$ cat src/verilog/cfd_pkg.sv
package cfd_pkg;
    // ---------------------------------------------
    // flag bits and reset values
    // ---------------------------------------------
    localparam int CCR_C = 0;
    localparam int CCR_V = 1;
    localparam int CCR_Z = 2;
    localparam int CCR_N = 3;
    localparam int CCR_H = 5;
    localparam logic [7:0] CCR_RESET = 8'h80;
    localparam logic [15:0] PC_RESET = 16'h0000;
    localparam logic [15:0] SP_RESET = 16'h0000;
    localparam logic [15:0] PAGE_BASE = 16'hff00;
    localparam logic [15:0] WORD_STEP = 16'h0002;
    // ---------------------------------------------
    // first-byte codes
    // ---------------------------------------------
    localparam logic [7:0] OPC_NOP = 8'h00;
    localparam logic [7:0] OPC_SLEEP = 8'h01;
    localparam logic [7:0] OPC_STC = 8'h02;
    localparam logic [7:0] OPC_LDC_REG = 8'h03;
    localparam logic [7:0] OPC_ORC = 8'h04;
    localparam logic [7:0] OPC_FLAGS_XOR_IMM = 8'h05;
    localparam logic [7:0] OPC_FLAGS_AND_IMM = 8'h06;
    localparam logic [7:0] OPC_LDC_IMM = 8'h07;
    localparam logic [7:0] OPC_RTS = 8'h54;
    localparam logic [7:0] OPC_RTE = 8'h56;
    localparam logic [7:0] OPC_CALL_REG = 8'h59;
    localparam logic [7:0] OPC_CALL_ABS = 8'h5a;
    localparam logic [7:0] OPC_CALL_IND = 8'h5b;
    localparam logic [7:0] OPC_COPY = 8'h7b;
    // ---------------------------------------------
    // state counts
    // ---------------------------------------------
    localparam int CW = 11;
    localparam logic [CW-1:0] ST_SHORT = 11'h002;
    localparam logic [CW-1:0] ST_CALL_REG = 11'h006;
    localparam logic [CW-1:0] ST_CALL_LONG = 11'h008;
    localparam logic [CW-1:0] ST_RTE = 11'h00a;
    localparam logic [CW-1:0] ST_COPY_BASE = 11'h009;
    localparam logic [15:0] LEN_SHORT = 16'h0002;
    localparam logic [15:0] LEN_LONG = 16'h0004;
    localparam logic [CW-1:0] CNT_IND_RD = 11'h004;
    localparam logic [CW-1:0] CNT_RTE_RD = 11'h005;
    typedef enum logic [3:0] {OP_NONE, OP_CALL_REG, OP_CALL_ABS, OP_CALL_IND, OP_RTS, OP_RTE, OP_SLEEP,
        OP_LDC_IMM, OP_LDC_REG, OP_STC, OP_FLAGS_AND_IMM, OP_ORC, OP_FLAGS_XOR_IMM, OP_NOP, OP_COPY} cfd_op_t;
    typedef enum logic [2:0] {ALU_ADDX, ALU_SUBX, ALU_ADDW, ALU_SUBW, ALU_DAA, ALU_DAS, ALU_DIV} cfd_alu_op_t;
    typedef struct packed {logic [15:0] word0; logic [15:0] word1;} cfd_insn_t;
    typedef struct packed {logic req; logic we; logic word; logic [15:0] addr; logic [15:0] wdata;} cfd_mem_t;
    typedef struct packed {logic valid; cfd_alu_op_t op; logic [15:0] a; logic [15:0] b;} cfd_alu_t;
    typedef struct packed {logic [7:0] count; logic [15:0] src; logic [15:0] dst;} cfd_copy_t;
endpackage : cfd_pkg

$ cat src/verilog/cfd_state_timer.sv
`timescale 1ns/1ps
module cfd_state_timer #(
    parameter int W = 11
) (
    input wire logic i_sys_clk,
    input wire logic i_rst,
    input wire logic i_load,
    input wire logic [W-1:0] i_value,
    output logic [W-1:0] o_count,
    output logic o_busy
);
    logic [W-1:0] count_reg;
    logic busy_reg;
    // -------------------------------------------
    // one count per state, last state at zero
    // -------------------------------------------
    always_ff @(posedge i_sys_clk) begin
        if (i_rst) begin
            count_reg <= '0;
            busy_reg <= 1'b0;
        end else if (i_load) begin
            count_reg <= i_value;
            busy_reg <= 1'b1;
        end else if (busy_reg) begin
            count_reg <= (count_reg == '0) ? '0 : count_reg - 1'b1;
            busy_reg <= (count_reg != '0);
        end
    end
    assign o_count = count_reg;
    assign o_busy = busy_reg;
endmodule : cfd_state_timer

$ cat src/verilog/cfd_flag_notes.sv
`timescale 1ns/1ps
module cfd_flag_notes (
    input wire cfd_pkg::cfd_alu_t i_alu,
    input wire logic [7:0] i_ccr,
    output logic [7:0] o_ccr
);
    import cfd_pkg::*;
    logic [8:0] r9;
    logic [16:0] r17;
    logic [12:0] r13;
    logic [4:0] r5;
    logic lo_adj;
    logic hi_adj;
    // -------------------------------------------
    // footnoted flag behaviour
    // -------------------------------------------
    always_comb begin
        o_ccr = i_ccr;
        r9 = '0;
        r17 = '0;
        r13 = '0;
        r5 = '0;
        lo_adj = 1'b0;
        hi_adj = 1'b0;
        unique case (i_alu.op)
            ALU_ADDX, ALU_SUBX: begin
                r9 = (i_alu.op == ALU_ADDX) ? {1'b0, i_alu.a[7:0]} + {1'b0, i_alu.b[7:0]} + {8'h00, i_ccr[CCR_C]}
                    : {1'b0, i_alu.a[7:0]} - {1'b0, i_alu.b[7:0]} - {8'h00, i_ccr[CCR_C]};
                r5 = (i_alu.op == ALU_ADDX) ? {1'b0, i_alu.a[3:0]} + {1'b0, i_alu.b[3:0]} + {4'h0, i_ccr[CCR_C]}
                    : {1'b0, i_alu.a[3:0]} - {1'b0, i_alu.b[3:0]} - {4'h0, i_ccr[CCR_C]};
                o_ccr[CCR_C] = r9[8];
                o_ccr[CCR_H] = r5[4];
                o_ccr[CCR_N] = r9[7];
                o_ccr[CCR_Z] = (r9[7:0] == 8'h00) ? i_ccr[CCR_Z] : 1'b0;
                o_ccr[CCR_V] = (i_alu.op == ALU_ADDX) ? (i_alu.a[7] == i_alu.b[7]) && (r9[7] != i_alu.a[7])
                    : (i_alu.a[7] != i_alu.b[7]) && (r9[7] != i_alu.a[7]);
            end
            ALU_ADDW, ALU_SUBW: begin
                r17 = (i_alu.op == ALU_ADDW) ? {1'b0, i_alu.a} + {1'b0, i_alu.b} : {1'b0, i_alu.a} - {1'b0, i_alu.b};
                r13 = (i_alu.op == ALU_ADDW) ? {1'b0, i_alu.a[11:0]} + {1'b0, i_alu.b[11:0]}
                    : {1'b0, i_alu.a[11:0]} - {1'b0, i_alu.b[11:0]};
                o_ccr[CCR_H] = r13[12];
                o_ccr[CCR_C] = r17[16];
                o_ccr[CCR_N] = r17[15];
                o_ccr[CCR_Z] = (r17[15:0] == 16'h0000);
                o_ccr[CCR_V] = (i_alu.op == ALU_ADDW) ? (i_alu.a[15] == i_alu.b[15]) && (r17[15] != i_alu.a[15])
                    : (i_alu.a[15] != i_alu.b[15]) && (r17[15] != i_alu.a[15]);
            end
            ALU_DAA, ALU_DAS: begin
                lo_adj = i_ccr[CCR_H] || ((i_alu.op == ALU_DAA) && (i_alu.a[3:0] > 4'h9));
                hi_adj = i_ccr[CCR_C] || ((i_alu.op == ALU_DAA) && (i_alu.a[7:0] > 8'h99));
                r9 = (i_alu.op == ALU_DAA)
                    ? {1'b0, i_alu.a[7:0]} + (lo_adj ? 9'h006 : 9'h000) + (hi_adj ? 9'h060 : 9'h000)
                    : {1'b0, i_alu.a[7:0]} - (lo_adj ? 9'h006 : 9'h000) - (hi_adj ? 9'h060 : 9'h000);
                o_ccr[CCR_C] = hi_adj ? 1'b1 : i_ccr[CCR_C];
                o_ccr[CCR_N] = r9[7];
                o_ccr[CCR_Z] = (r9[7:0] == 8'h00);
            end
            ALU_DIV: begin
                o_ccr[CCR_N] = i_alu.b[7];
                o_ccr[CCR_Z] = (i_alu.b[7:0] == 8'h00);
            end
            default: o_ccr = i_ccr;
        endcase
    end
endmodule : cfd_flag_notes

$ cat src/verilog/cfd_control_flow_decode.sv
`timescale 1ns/1ps
module cfd_control_flow_decode (
    input wire logic i_sys_clk,
    input wire logic i_rst,
    input wire logic i_issue,
    input wire cfd_pkg::cfd_insn_t i_insn,
    input wire logic [15:0] i_reg_word,
    input wire logic [7:0] i_reg_byte,
    input wire cfd_pkg::cfd_copy_t i_copy,
    input wire cfd_pkg::cfd_alu_t i_alu,
    input wire logic [15:0] i_mem_rdata,
    input wire logic i_wake,
    output logic o_busy,
    output logic o_done,
    output logic o_reject,
    output logic o_sleep,
    output cfd_pkg::cfd_mem_t o_mem,
    output logic [15:0] o_program_counter,
    output logic [15:0] o_stack_pointer,
    output logic [7:0] o_ccr,
    output cfd_pkg::cfd_copy_t o_copy,
    output logic o_store_flags_valid,
    output logic [7:0] o_store_flags_data
);
    import cfd_pkg::*;
    cfd_op_t op_dec;
    cfd_op_t op_reg;
    logic [CW-1:0] states_dec;
    logic [15:0] len_dec;
    logic [15:0] len_reg;
    logic [CW-1:0] cnt;
    logic busy;
    logic accept;
    logic last;
    logic copy_run;
    logic [1:0] copy_ph;
    logic [CW-1:0] copy_off;
    logic [15:0] pc_reg;
    logic [15:0] sp_reg;
    logic [7:0] ccr_reg;
    logic [7:0] ccr_alu;
    logic [15:0] tgt_reg;
    logic [7:0] imm_reg;
    logic [7:0] rbyte_reg;
    logic rd_wait_reg;
    logic rd_ccr_reg;
    logic done_reg;
    logic reject_reg;
    logic sleep_reg;
    logic stc_valid_reg;
    logic [7:0] stc_data_reg;
    cfd_mem_t mem_reg;
    cfd_copy_t copy_reg;
    // ---------------------------------------------
    // decode
    // ---------------------------------------------
    always_comb begin
        op_dec = OP_NONE;
        states_dec = ST_SHORT;
        len_dec = LEN_SHORT;
        case (i_insn.word0[15:8])
            OPC_NOP: op_dec = OP_NOP;
            OPC_SLEEP: op_dec = i_insn.word0[7] ? OP_SLEEP : OP_NONE;
            OPC_STC: op_dec = OP_STC;
            OPC_LDC_REG: op_dec = OP_LDC_REG;
            OPC_ORC: op_dec = OP_ORC;
            OPC_FLAGS_XOR_IMM: op_dec = OP_FLAGS_XOR_IMM;
            OPC_FLAGS_AND_IMM: op_dec = OP_FLAGS_AND_IMM;
            OPC_LDC_IMM: op_dec = OP_LDC_IMM;
            OPC_RTS: begin
                op_dec = OP_RTS;
                states_dec = ST_CALL_LONG;
            end
            OPC_RTE: begin
                op_dec = OP_RTE;
                states_dec = ST_RTE;
            end
            OPC_CALL_REG: begin
                op_dec = OP_CALL_REG;
                states_dec = ST_CALL_REG;
            end
            OPC_CALL_ABS: begin
                op_dec = OP_CALL_ABS;
                states_dec = ST_CALL_LONG;
                len_dec = LEN_LONG;
            end
            OPC_CALL_IND: begin
                op_dec = OP_CALL_IND;
                states_dec = ST_CALL_LONG;
            end
            OPC_COPY: begin
                op_dec = i_insn.word0[7] ? OP_NONE : OP_COPY;
                states_dec = ST_COPY_BASE + {1'b0, i_copy.count, 2'b00};
                len_dec = LEN_LONG;
            end
            // push and pop are ordinary transfer_data codes; handled elsewhere
            default: op_dec = OP_NONE;
        endcase
    end
    assign accept = i_issue && !busy && (op_dec != OP_NONE);
    assign last = busy && (cnt == '0);
    // copy region: four states per byte above the fixed tail
    assign copy_run = busy && (op_reg == OP_COPY) && (cnt >= ST_COPY_BASE);
    assign copy_off = cnt - ST_COPY_BASE;
    assign copy_ph = copy_off[1:0];
    cfd_state_timer #(.W(CW)) u_timer (
        .i_sys_clk(i_sys_clk),
        .i_rst(i_rst),
        .i_load(accept),
        .i_value(states_dec - 1'b1),
        .o_count(cnt),
        .o_busy(busy)
    );
    cfd_flag_notes u_flags (
        .i_alu(i_alu),
        .i_ccr(ccr_reg),
        .o_ccr(ccr_alu)
    );
    // ---------------------------------------------
    // instruction latch and handshake
    // ---------------------------------------------
    always_ff @(posedge i_sys_clk) begin
        if (i_rst) begin
            op_reg <= OP_NONE;
            len_reg <= LEN_SHORT;
            imm_reg <= 8'h00;
            rbyte_reg <= 8'h00;
        end else if (accept) begin
            op_reg <= op_dec;
            len_reg <= len_dec;
            imm_reg <= i_insn.word0[7:0];
            rbyte_reg <= i_reg_byte;
        end
    end
    always_ff @(posedge i_sys_clk) begin
        if (i_rst) begin
            done_reg <= 1'b0;
            reject_reg <= 1'b0;
        end else begin
            done_reg <= busy && (cnt == 11'h001);
            reject_reg <= i_issue && !accept;
        end
    end
    // ---------------------------------------------
    // memory requests
    // ---------------------------------------------
    always_ff @(posedge i_sys_clk) begin
        if (i_rst) begin
            mem_reg <= '0;
            rd_wait_reg <= 1'b0;
            rd_ccr_reg <= 1'b0;
        end else begin
            mem_reg <= '0;
            rd_wait_reg <= mem_reg.req && !mem_reg.we;
            if (accept) begin
                unique case (op_dec)
                    OP_CALL_REG, OP_CALL_ABS, OP_CALL_IND: begin
                        mem_reg <= '{req: 1'b1, we: 1'b1, word: 1'b1, addr: sp_reg - WORD_STEP,
                            wdata: pc_reg + len_dec};
                    end
                    OP_RTS, OP_RTE: begin
                        mem_reg <= '{req: 1'b1, we: 1'b0, word: 1'b1, addr: sp_reg, wdata: 16'h0000};
                        rd_ccr_reg <= (op_dec == OP_RTE);
                    end
                    default: mem_reg <= '0;
                endcase
            end else if (busy && (op_reg == OP_CALL_IND) && (cnt == CNT_IND_RD)) begin
                mem_reg <= '{req: 1'b1, we: 1'b0, word: 1'b1, addr: PAGE_BASE | {8'h00, imm_reg},
                    wdata: 16'h0000};
                rd_ccr_reg <= 1'b0;
            end else if (busy && (op_reg == OP_RTE) && (cnt == CNT_RTE_RD)) begin
                mem_reg <= '{req: 1'b1, we: 1'b0, word: 1'b1, addr: sp_reg, wdata: 16'h0000};
                rd_ccr_reg <= 1'b0;
            end else if (copy_run && (copy_ph == 2'd3)) begin
                mem_reg <= '{req: 1'b1, we: 1'b0, word: 1'b0, addr: copy_reg.src, wdata: 16'h0000};
            end else if (copy_run && (copy_ph == 2'd1)) begin
                // read data is used the edge after it arrives, no holding register
                mem_reg <= '{req: 1'b1, we: 1'b1, word: 1'b0, addr: copy_reg.dst,
                    wdata: {8'h00, i_mem_rdata[7:0]}};
            end
        end
    end
    // ---------------------------------------------
    // block copy registers
    // ---------------------------------------------
    always_ff @(posedge i_sys_clk) begin
        if (i_rst) begin
            copy_reg <= '0;
        end else if (accept && (op_dec == OP_COPY)) begin
            copy_reg <= i_copy;
        end else if (copy_run && (copy_ph == 2'd0)) begin
            copy_reg.src <= copy_reg.src + 16'h0001;
            copy_reg.dst <= copy_reg.dst + 16'h0001;
            copy_reg.count <= copy_reg.count - 8'h01;
        end
    end
    // ---------------------------------------------
    // stack pointer, target and program counter
    // ---------------------------------------------
    always_ff @(posedge i_sys_clk) begin
        if (i_rst) begin
            sp_reg <= SP_RESET;
        end else if (accept && (op_dec inside {OP_CALL_REG, OP_CALL_ABS, OP_CALL_IND})) begin
            sp_reg <= sp_reg - WORD_STEP;
        end else if (rd_wait_reg && (op_reg inside {OP_RTS, OP_RTE})) begin
            sp_reg <= sp_reg + WORD_STEP;
        end
    end
    always_ff @(posedge i_sys_clk) begin
        if (i_rst) begin
            tgt_reg <= 16'h0000;
        end else if (accept) begin
            tgt_reg <= (op_dec == OP_CALL_REG) ? i_reg_word : i_insn.word1;
        end else if (rd_wait_reg && !rd_ccr_reg && (op_reg != OP_COPY)) begin
            tgt_reg <= i_mem_rdata;
        end
    end
    always_ff @(posedge i_sys_clk) begin
        if (i_rst) begin
            pc_reg <= PC_RESET;
        end else if (last) begin
            if (op_reg inside {OP_CALL_REG, OP_CALL_ABS, OP_CALL_IND, OP_RTS, OP_RTE}) begin
                pc_reg <= tgt_reg;
            end else begin
                pc_reg <= pc_reg + len_reg;
            end
        end
    end
    // ---------------------------------------------
    // flag register
    // ---------------------------------------------
    always_ff @(posedge i_sys_clk) begin
        if (i_rst) begin
            ccr_reg <= CCR_RESET;
        end else if (rd_wait_reg && rd_ccr_reg) begin
            ccr_reg <= i_mem_rdata[15:8];
        end else if (last && (op_reg inside {OP_LDC_IMM, OP_LDC_REG, OP_FLAGS_AND_IMM, OP_ORC, OP_FLAGS_XOR_IMM})) begin
            unique case (op_reg)
                OP_LDC_IMM: ccr_reg <= imm_reg;
                OP_LDC_REG: ccr_reg <= rbyte_reg;
                OP_FLAGS_AND_IMM: ccr_reg <= ccr_reg & imm_reg;
                OP_ORC: ccr_reg <= ccr_reg | imm_reg;
                default: ccr_reg <= ccr_reg ^ imm_reg;
            endcase
        end else if (i_alu.valid && !busy) begin
            // arithmetic flag updates only between our own instructions
            ccr_reg <= ccr_alu;
        end
    end
    // ---------------------------------------------
    // sleep and flag store
    // ---------------------------------------------
    always_ff @(posedge i_sys_clk) begin
        if (i_rst) begin
            sleep_reg <= 1'b0;
        end else if (last && (op_reg == OP_SLEEP)) begin
            sleep_reg <= 1'b1;
        end else if (i_wake) begin
            sleep_reg <= 1'b0;
        end
    end
    always_ff @(posedge i_sys_clk) begin
        if (i_rst) begin
            stc_valid_reg <= 1'b0;
            stc_data_reg <= 8'h00;
        end else begin
            stc_valid_reg <= last && (op_reg == OP_STC);
            stc_data_reg <= ccr_reg;
        end
    end
    assign o_busy = busy;
    assign o_done = done_reg;
    assign o_reject = reject_reg;
    assign o_sleep = sleep_reg;
    assign o_mem = mem_reg;
    assign o_program_counter = pc_reg;
    assign o_stack_pointer = sp_reg;
    assign o_ccr = ccr_reg;
    assign o_copy = copy_reg;
    assign o_store_flags_valid = stc_valid_reg;
    assign o_store_flags_data = stc_data_reg;
    // ---------------------------------------------
    // checks
    // ---------------------------------------------
    property p_call_reg_time;
        @(posedge i_sys_clk) disable iff (i_rst) accept && (op_dec == OP_CALL_REG) |-> !o_done [*6] ##1 o_done;
    endproperty
    a_call_reg_time: assert property (p_call_reg_time) else $error("register call not 6 states");
    property p_call_abs;
        logic [15:0] w;
        @(posedge i_sys_clk) disable iff (i_rst)
        (accept && (op_dec == OP_CALL_ABS), w = i_insn.word1) |-> ##8 o_done ##1 (o_program_counter == w);
    endproperty
    a_call_abs: assert property (p_call_abs) else $error("absolute call wrong");
    property p_call_push;
        @(posedge i_sys_clk) disable iff (i_rst) accept && (op_dec == OP_CALL_IND)
        |=> o_mem.req && o_mem.we && (o_mem.addr == o_stack_pointer) && (o_stack_pointer == $past(sp_reg) - 16'h0002);
    endproperty
    a_call_push: assert property (p_call_push) else $error("call push wrong");
    property p_rts;
        @(posedge i_sys_clk) disable iff (i_rst) accept && (op_dec == OP_RTS)
        |-> ##8 o_done && (o_stack_pointer == $past(sp_reg, 8) + 16'h0002) && (o_ccr == $past(ccr_reg, 8));
    endproperty
    a_rts: assert property (p_rts) else $error("return wrong");
    property p_rte;
        @(posedge i_sys_clk) disable iff (i_rst) accept && (op_dec == OP_RTE)
        |-> ##10 o_done && (o_stack_pointer == $past(sp_reg, 10) + 16'h0004);
    endproperty
    a_rte: assert property (p_rte) else $error("exception return wrong");
    property p_sleep;
        @(posedge i_sys_clk) disable iff (i_rst) accept && (op_dec == OP_SLEEP) && !i_wake
        |-> ##2 o_done && !o_sleep ##1 o_sleep || $past(i_wake);
    endproperty
    a_sleep: assert property (p_sleep) else $error("sleep not entered");
    property p_orc;
        @(posedge i_sys_clk) disable iff (i_rst) accept && (op_dec == OP_ORC)
        |-> ##3 (o_ccr == ($past(ccr_reg, 3) | $past(i_insn.word0[7:0], 3)));
    endproperty
    a_orc: assert property (p_orc) else $error("flag or wrong");
    property p_copy_time;
        @(posedge i_sys_clk) disable iff (i_rst) accept && (op_dec == OP_COPY) && (i_copy.count == 8'h01)
        |-> !o_done [*8] ##1 !o_done [*5] ##1 o_done ##1 (o_copy.count == 8'h00);
    endproperty
    a_copy_time: assert property (p_copy_time) else $error("copy timing wrong");
    property p_nop;
        @(posedge i_sys_clk) disable iff (i_rst) accept && (op_dec == OP_NOP)
        |-> ##3 (o_program_counter == $past(pc_reg, 3) + 16'h0002) && !o_mem.req;
    endproperty
    a_nop: assert property (p_nop) else $error("nop wrong");
endmodule : cfd_control_flow_decode

$ cat config.mk
export PLATFORM = sky130hd
export DESIGN_NAME = cfd_control_flow_decode
export DESIGN_NICKNAME = d
export VERILOG_FILES = /design/src/verilog/cfd_pkg.sv /design/src/verilog/cfd_state_timer.sv /design/src/verilog/cfd_flag_notes.sv /design/src/verilog/cfd_control_flow_decode.sv
export SDC_FILE = /design/constraint.sdc
export NUM_CORES = 1
export LEC_CHECK = 0
export BUFFER_PORTS_ARGS = -buffer_cell sky130_fd_sc_hd__buf_2
export CAP_MARGIN = 20
export CORE_MARGIN = 2
export CORE_UTILIZATION = 40
export DETAILED_ROUTE_END_ITERATION = 10
export GPL_ROUTABILITY_DRIVEN = 1
export PLACE_DENSITY = 0.63
export SYNTH_ARGS = -nofsm -noshare
export SYNTH_HDL_FRONTEND = slang
export SYNTH_SLANG_ARGS = --single-unit
$ cat constraint.sdc
create_clock -name i_sys_clk -period 9.7 [get_ports i_sys_clk]
set_input_delay 0.97 -clock i_sys_clk [delete_from_list [all_inputs] [get_ports i_sys_clk]]
set_output_delay 0.97 -clock i_sys_clk [all_outputs]
set_load 0.01 [all_outputs]
# Yosys cells after proc, flatten, opt, wreduce, memory -nomap -nowiden
# Index checks and enable logic that the tools add are counted.
[word_totals] ff_bits=193 input_bits=152 out_inout_bits=128 wordCells=238
[classes] n_addsub=27 order_cmp=3 eq_ne=53 n_mux=49 n_bitwise=3 reduce_logical=74
[ops] operator="$mux 35" n=5
[ops] operator="$mux 16" n=6
[ops] operator="$mux 40" n=2
[ops] operator="$pmux 35 s2" n=1
[ops] operator="$pmux 4 s14" n=1
[ops] operator="$eq 8x7->1 const B" n=6
[ops] operator="$pmux 11 s4" n=1
[ops] operator="$mux 11" n=3
[ops] operator="$add 16x1->16 const B" n=2
[ops] operator="$add 16x16->16" n=2
[ops] operator="$eq 8x3->1 const B" n=4
[ops] operator="$logic_not 8->1" n=4
[ops] operator="$pmux 8 s4" n=1
[ops] operator="$logic_and 1x1->1" n=31
[ops] operator="$eq 4x4->1 const B" n=7
[ops] operator="$eq 4x3->1 const B" n=6
[ops] operator="$mux 8" n=3
[ops] operator="$eq 11x3->1 const B" n=2
[ops] operator="$sub 11x1->11 const B" n=2
[ops] operator="$add 16x16->17" n=1
[ops] operator="$mux 17" n=1
[ops] operator="$sub 16x16->17" n=1
[ops] operator="$add 16x2->16 const B" n=1
[ops] operator="$add 8x8->8" n=2
[ops] operator="63 further kinds" n=114

# Longest topological paths before layout
# Gate-level depths: netlist of run 1.
[depth] depth_word=12 mapped_depth=17 ltp_nobuf=17

# By module
# A second synthesis of run 1 with hierarchy kept.
[hier_totals] hier_cells=1709 hier_area_um2=13525.5
[by_module_without_submodules] mod="cfd_control_flow_decode" n_inst=1 cells_each=1221 area_each_um2=9865.7 seq_area_each_um2=3323.2
[by_module_without_submodules] mod="cfd_flag_notes" n_inst=1 cells_each=399 area_each_um2=2849.0 seq_area_each_um2=0.0
[by_module_without_submodules] mod="cfd_state_timer" n_inst=1 cells_each=89 area_each_um2=810.8 seq_area_each_um2=240.2

# Worst setup path after synthesis of run 1
# OpenSTA, ideal clock, no wires.
[synth_timing] kind="in2reg" startpoint="input port i_alu[4] (netlist name)" endpoint="register ccr_reg[2] (netlist: o_ccr[2])" setup_ps=70 t_arrival_ps=4091 t_required_ps=9630 path_slack_ps=5539 path_stages=16 path_buffers=0 cell_sequence="or3_1 > or3_1 > nor3_1 > nand2b_1 > nor4_1 > nor2_1 > xor2_1 > ha_1 > a21oi_1 > nand2_1 > mux2i_1 > a2111oi_0 > nand4b_1 > nor4_1 > a31oi_1 > o2bb2ai_1"
[synth_between] elab_chain_len=7 word_cells_on_any_way=17 cone_classes="6 x add/sub; 1 x eq/ne; 6 x mux; 4 x reduce/logical"
[synth_rtl] element="start: declaration" line="cfd_control_flow_decode.sv:10" source="input wire cfd_pkg::cfd_alu_t i_alu,"
[synth_rtl] element="branches (longest 7 deep; another with $sub 8x8->9)"
[synth_rtl] element="end signal: assignment" line="cfd_control_flow_decode.sv:236" source="ccr_reg <= i_mem_rdata[15:8];"
[synth_rtl] element="end signal: assignment" line="cfd_control_flow_decode.sv:239" source="OP_LDC_IMM: ccr_reg <= imm_reg;"
[synth_rtl] element="end signal: assignment" line="cfd_control_flow_decode.sv:247" source="ccr_reg <= ccr_alu;"
[synth_rtl] element="end: declaration" line="cfd_control_flow_decode.sv:40" source="logic [7:0] ccr_reg;"
# Parallel ways; which one is timed is not known. The select of a mux whose other input is x is not followed.
# A chain may end at the register's enable or synchronous reset.

# Worst setup path in the final report of run 1
[layout_timing] startpoint="input port i_alu[1] (netlist name)" endpoint="register ccr_reg[2] (netlist: o_ccr[2])"
# Same word-level chain as after synthesis.

==> out/results.ini, run 1 <==
[status]
status = finished, final reports clean

[final_layout]
layout-drive-gt1-share_pct = 18.6
instances_no_fill = 2398
nets = 2186
area_growth_syn_to_layout_pct = 16.3
final_cell_area_um2 = 15300
largest_reg_flops = 40

[flow_run]
max-cap-violations = 0

[synthesis]
yosysTopAreaCell = dfxtp_1
synth.net_count = 1986
seq_area_frac_synth_pct = 27.0
synth_cell_types = 87
yosys-top-cells-area = dfxtp_1 27%, ha_1 8.0%, nand2_1 5.8%, nor2_1 5.2%, a21oi_1 4.6%
ys_warn_count = 0
yosys.area.top_type_share_pct = 27.0
syn_area_per_cell_um2 = 7.57
async_flop_share_pct = 0
ys_seq_elements = 178
ys.flop_type = dfxtp_1
syn_area_um2 = 13200
synth_edf_count = 0
synthCells = 1742

[critical_path]
cp-start-kind = input port
critPathMaxFanout = 6
cp.arrival_ps = 5030
cp.required_ps = 10090
path_class = input port to flop
worst_setup_path_end_kind = flop

[floorplan]
ios = 280
die_h_um = 186
die_w_um = 186
core_area_um2 = 32500
die_area_um2 = 34400
fp-row-count = 66
initial_core_util_pct = 40.5

[clock_network]
numCtsBuffers = 17
post_cts_buffers = 0
cts_max_level = 4
cts.sinks = 178
cts-resized-gates = 0
cts.clk_slew.worst_paths_ps = 70
cts_tree = yes
cts_root_buf = clkbuf_16
clk_latency_ps = 460
clk_path_buf_depth = 2
cts_hold_buffers = 0

[pwr]
p_total_mw = 1.87
leakage_nw = 6.27
powerDensity_nw_per_um2 = 122
ir_drop_mv = 0.131

[place]
place_inst = 2365
portBuffers = 278
dpl_cell_area_um2 = 14800
gp_congestion = 0.914
dp_hpwl_um = 34700
dp_slack_ps = 4820

[route]
routed_wl_um = 46500
post_drt_wl_per_cell_um = 19.4
drtIter0Drc = 1504
drt-pass1-iter-count = 6
ant_nets = 0
avgViaCountPerCell = 5.81
drc = 0
vias = 13900

[timing]
fin_crit_sh_pct = 47.8
worstMarginPinSlew_ps = 1080
fin_skew_ps = 15.8
rsz0062_at_grt = false
slew_violations = 0
tns_ps = 0
max_freq_ghz = 0.216
post-route-min-period_ps = 4630
setup_violations = 0
hold_violations = 0
worst_slew_margin_rel_pct = 27.9
timing.final.ws_setup_ps = 5070

[worst_hold_path]
hp-class = flop to flop

[global_route]
grt_pass1_vias = 12900
grt-ovfl-total = 0
grt_pass1_wl_um = 71400
track_usage_pct = 26.4
grt_max_degree = 87
antenna_found_initial = 1

==> synth_stat cells (23+ instances only) <==
cell type and n:
nand2_1 202, nor2_1 184, dfxtp_1 178, a21oi_1 121
ha_1 84, clkbuf_1 82, inv_1 82, o21ai_0 82
xor2_1 59, nand3_1 51, nor3_1 51, a211oi_1 45
xnor2_1 45, a31oi_1 37, nand2b_1 29, or3_1 23
==> metal layers <==
layer | track usage (%) | wire [um] | vias to the layer above
li1 | - | - | 6685
met1 | 36.7 | 21200 | 6593
met2 | 41.7 | 20900 | 584
met3 | 4.72 | 3370 | 65
met4 | 7.69 | 1060 | 0
met5 | 0 | 0 | -
==> logic make-up (layout without fill, tap and decap cells) <==
logic type                 after synthesis  after routing  share of synthesized area (%)
adders and majority gates               92             92                           9.19
other                                    1              2                         0.0284
and+or+nand+nor                        676            676                           24.8
AOI/OAI and AO/OA                      470            470                           23.7
muxes                                   30             30                           2.46
buffers and inverters                  191            404                           5.86
xor gates and xnor gates               104            104                           6.91
DFF                                    178            178                           27.0
==> stage by stage <==
| stage | hold WS [ps] | util (%) |
|---|---|---|
| global route | 443 | 47.1 |
| finish | 427 | 47.1 |
| CTS | 425 | 47.1 |
| floorplan | 426 | - |
| global placement | 423 | 45.4 |
| detailed placement | 412 | 45.4 |
==> area by class of cell <==
class | count | area, um2
flip-flops and latches | 178 | 3560
inverters | 83 | 312
diodes | 1 | 2.50
well taps | 442 | 553
clock buffers | 18 | 429
fillers | 3365 | 17200
multi-input cells | 1373 | 8870
repair buffers | 289 | 1480
clock inverters | 14 | 129
==> placed cells by master, fill, tap and decap left out, drive strengths merged, types with 15 or more instances in the layout <==
cell type,Yosys,final
buf,25,289
nand2,203,203
nor2,184,184
dfxtp,178,178
a21oi,123,123
inv,83,88
o21ai,88,88
ha,84,84
xor2,59,59
nor3,55,55
nand3,52,52
xnor2,45,45
a211oi,45,45
a31oi,37,37
nand2b,29,29
or3,24,24
nand4,21,21
a22oi,21,21
a311oi,21,21
mux2,19,19
clkbuf,83,18
and3,17,17
nor4,15,15
==> worst max-delay path, cell delays in order <==
cell	delay (ps)
buf_2	140
inv_1	150
ha_1	230
nand2b_1	80
nor4_1	590
nand3b_1	240
nor2_1	220
nor2_1	80
xor2_1	170
ha_1	360
a21oi_1	310
nand2_1	180
mux2i_1	170
a2111oi_0	410
nand4b_1	140
nor4_1	280
a31oi_1	140
o2bb2ai_1	150
==> final timing paths <==
check	startpoint	end	slack, ps	cells after the start
worst min register to register	o_mem[33]	rd_wait_reg	430	1
worst min-delay path	o_mem[33]	rd_wait_reg	430	1
worst max register to register	u_timer.o_count[8]	o_ccr[0]	5940	8
worst max-delay path	i_alu[1]	o_ccr[2]	5070	18
==> report_power, final <==
group / internal [mW] / switching [mW]
clock network: 0.357 / 0.333
logic: 0.162 / 0.256
registers: 0.744 / 0.0183
total: 1.26 / 0.607
No activity file was read; power rests on OpenSTA's default activity.
==> run 2, diff against run 1 <==
Settings changed: PLACE_DENSITY 0.63 to 0.65.
Clock period 9.7 ns to 3.8 ns, I/O delays scaled along.
==> run 2 against run 1 <==
Hold slack got worse by 280 ps. Wire length rose by 3.3%. Clock power rose to 2.5 times the previous value. Clock skew rose by 7.9 ps. Setup slack got worse by 4800 ps. Combinational power rose to 2.9 times the previous value. Sequential share of layout area fell by 1.1 points. Utilization rose by 2.4 points. Largest power group unchanged. Highest routed layer is now met5.
==> out/results.ini, run 2 (synthesized netlist as in run 1, its figures left out) <==
[timing]
fin_skew_ps = 23.7  ; was 15.8 ps
max_freq_ghz = 0.285
post-route-min-period_ps = 3510
worst_slew_margin_rel_pct = 29.3  ; was 27.9%
setup_violations = 0  ; unchanged
hold_violations = 0  ; unchanged
fin_crit_sh_pct = 92.5
rsz0062_at_grt = false  ; unchanged
timing.hold.ws_ps = 145  ; was 427 ps
slew_violations = 0  ; unchanged
worstMarginPinSlew_ps = 1060  ; was 1080 ps

[final_layout]
final_common_cell = buf_2  ; unchanged
layout-drive-gt1-share_pct = 22.7  ; was 18.6%
largest_reg_flops = 40  ; unchanged
nets = 2288  ; was 2186
area_growth_syn_to_layout_pct = 22.2  ; was 16.3%
most-common-layout-cells = 277 x buf_2, 202 x nand2_1, 184 x nor2_1, 178 x dfxtp_1, 121 x a21oi_1  ; unchanged
fin_util_pct = 49.5  ; was 47.1%

[critical_path]
worst_setup_path_end_kind = flop  ; unchanged
max_stage_delay_ps = 500  ; was 590 ps
critPathMaxFanout = 2  ; was 6
worst-path-buf-inv = 1  ; was 2
cp.required_ps = 4210  ; was 10090 ps
cp_top_family = simple AND/OR/NAND/NOR gates  ; unchanged
path_class = input port to flop  ; unchanged
slowest_stage = or4_1  ; was nor4_1
cp-start-kind = input port  ; unchanged
cp.arrival_ps = 3920  ; was 5030 ps
path_cells = buf_2 -> or3_1 -> or3_1 -> nor3_2 -> nand2b_1 -> o21ai_1 -> xnor2_1 -> ha_1 -> nand2b_1 -> a21oi_1 -> or4_1 -> a2111oi_0 -> nand4b_1 -> nor4_1 -> a31oi_1 -> o2bb2ai_1  ; was buf_2 -> inv_1 -> ha_1 -> nand2b_1 -> nor4_1 -> nand3b_1 -> nor2_1 -> nor2_1 -> xor2_1 -> ha_1 -> a21oi_1 -> nand2_1 -> mux2i_1 -> a2111oi_0 -> nand4b_1 -> nor4_1 -> a31oi_1 -> o2bb2ai_1

[global_route]
grt_max_degree = 49  ; was 87
grt_pass1_wl_um = 73800  ; was 71400 um
grt_pass1_vias = 13300  ; was 12900
track_usage_pct = 27.3  ; was 26.4%
grt-ovfl-total = 0  ; unchanged
antenna_found_initial = 2  ; was 1

[place]
dp_hpwl_um = 37200  ; was 34700 um
gp_congestion = 0.926  ; was 0.914
portBuffers = 278  ; unchanged

[status]
status = finished, final reports clean  ; unchanged

[clock_network]
cts.clk_slew.worst_paths_ps = 90  ; was 70 ps
numCtsBuffers = 17  ; unchanged
cts_root_buf = clkbuf_16  ; unchanged
cts_max_level = 4  ; unchanged
cts.sinks = 178  ; unchanged
cts_tree = yes  ; unchanged
clk_latency_ps = 470  ; was 460 ps
clk_path_buf_depth = 2  ; unchanged

[floorplan]
fp-row-count = 66  ; unchanged
die_area_um2 = 34400  ; unchanged
core_area_um2 = 32500  ; unchanged
ios = 280  ; unchanged
die_w_um = 186  ; unchanged
die_h_um = 186  ; unchanged
initial_core_util_pct = 40.5  ; unchanged

[route]
routed_wl_um = 48000  ; was 46500 um
avgViaCountPerCell = 5.71  ; was 5.81
vias = 14300  ; was 13900
post_drt_wl_per_cell_um = 19.2  ; was 19.4 um
drtIter0Drc = 1352  ; was 1504
drt-pass1-iter-count = 6  ; unchanged
ant_nets = 0  ; unchanged
drc = 0  ; unchanged

[pwr]
ir_drop_mv = 0.334  ; was 0.131 mV
powerDensity_nw_per_um2 = 305  ; was 122 nW/um2
leakage_nw = 6.76  ; was 6.27 nW

[flow_run]
max-cap-violations = 0  ; unchanged

[worst_hold_path]
hp-class = input port to flop  ; was flop to flop

==> run 2: area by class of cell <==
class,count,area [um2]
well taps,442,553
flip-flops and latches,178,3560
multi-input cells,1373,8870
clock inverters,11,92.6
repair buffers,391,2240
inverters,83,312
fillers,3301,16400
diodes,1,2.50
clock buffers,21,470
==> run 2: where the power goes <==
group	switching (mW)	internal [mW]
registers	0.0414	1.90
clock network	0.849	0.904
logic	0.690	0.524
==> run 2: routing by layer <==
metal / track usage [%] / routed length (um)
met2: 43.0 / 21500
met5: 0 / 11
met4: 9.35 / 1380
met3: 3.70 / 2990
met1: 38.3 / 22200
==> run 2: what timing repair did <==
item	CTS	global route
buffers inserted	0	0
resized for setup	0	3
hold buffers	0	0
endpoints found under the setup margin	0	5
==> run 2: worst paths after layout <==
| check | start | to | slack [ps] | depth (start not counted) |
|---|---|---|---|---|
| max | i_alu[4] | o_ccr[2] | 290 | 16 |
| min | i_mem_rdata[5] | o_mem[5] | 150 | 3 |
| max reg2reg | o_stack_pointer[1] | o_stack_pointer[15] | 520 | 10 |
| min reg2reg | o_mem[33] | rd_wait_reg | 430 | 1 |
==> run 2: metrics by stage <==
| stage | cell area (um2) | power [mW] | worst slack, ps | setup TNS [ps] | cells |
|---|---|---|---|---|---|
| 6_report | 16100 | 4.91 | 286 | 0 | 2500 |
| 3_3_place_gp | 15500 | 3.17 | -237 | -801 | 2467 |
| 2_1_floorplan | 13200 | 2.68 | 229 | 0 | 1742 |
| 3_5_place_dp | 15500 | 3.18 | -296 | -1040 | 2467 |
| 5_1_grt | 16100 | 5.12 | 63.2 | 0 | 2500 |
| 4_1_cts | 16100 | 4.91 | 188 | 0 | 2499 |
==> run 2: worst min-delay path: cells and delay by family <==
family                 cells  cell delay, ps
buffers and inverters      1              90
AND/OR/NAND/NOR            1              40
AO/OA/AOI/OAI              1              60
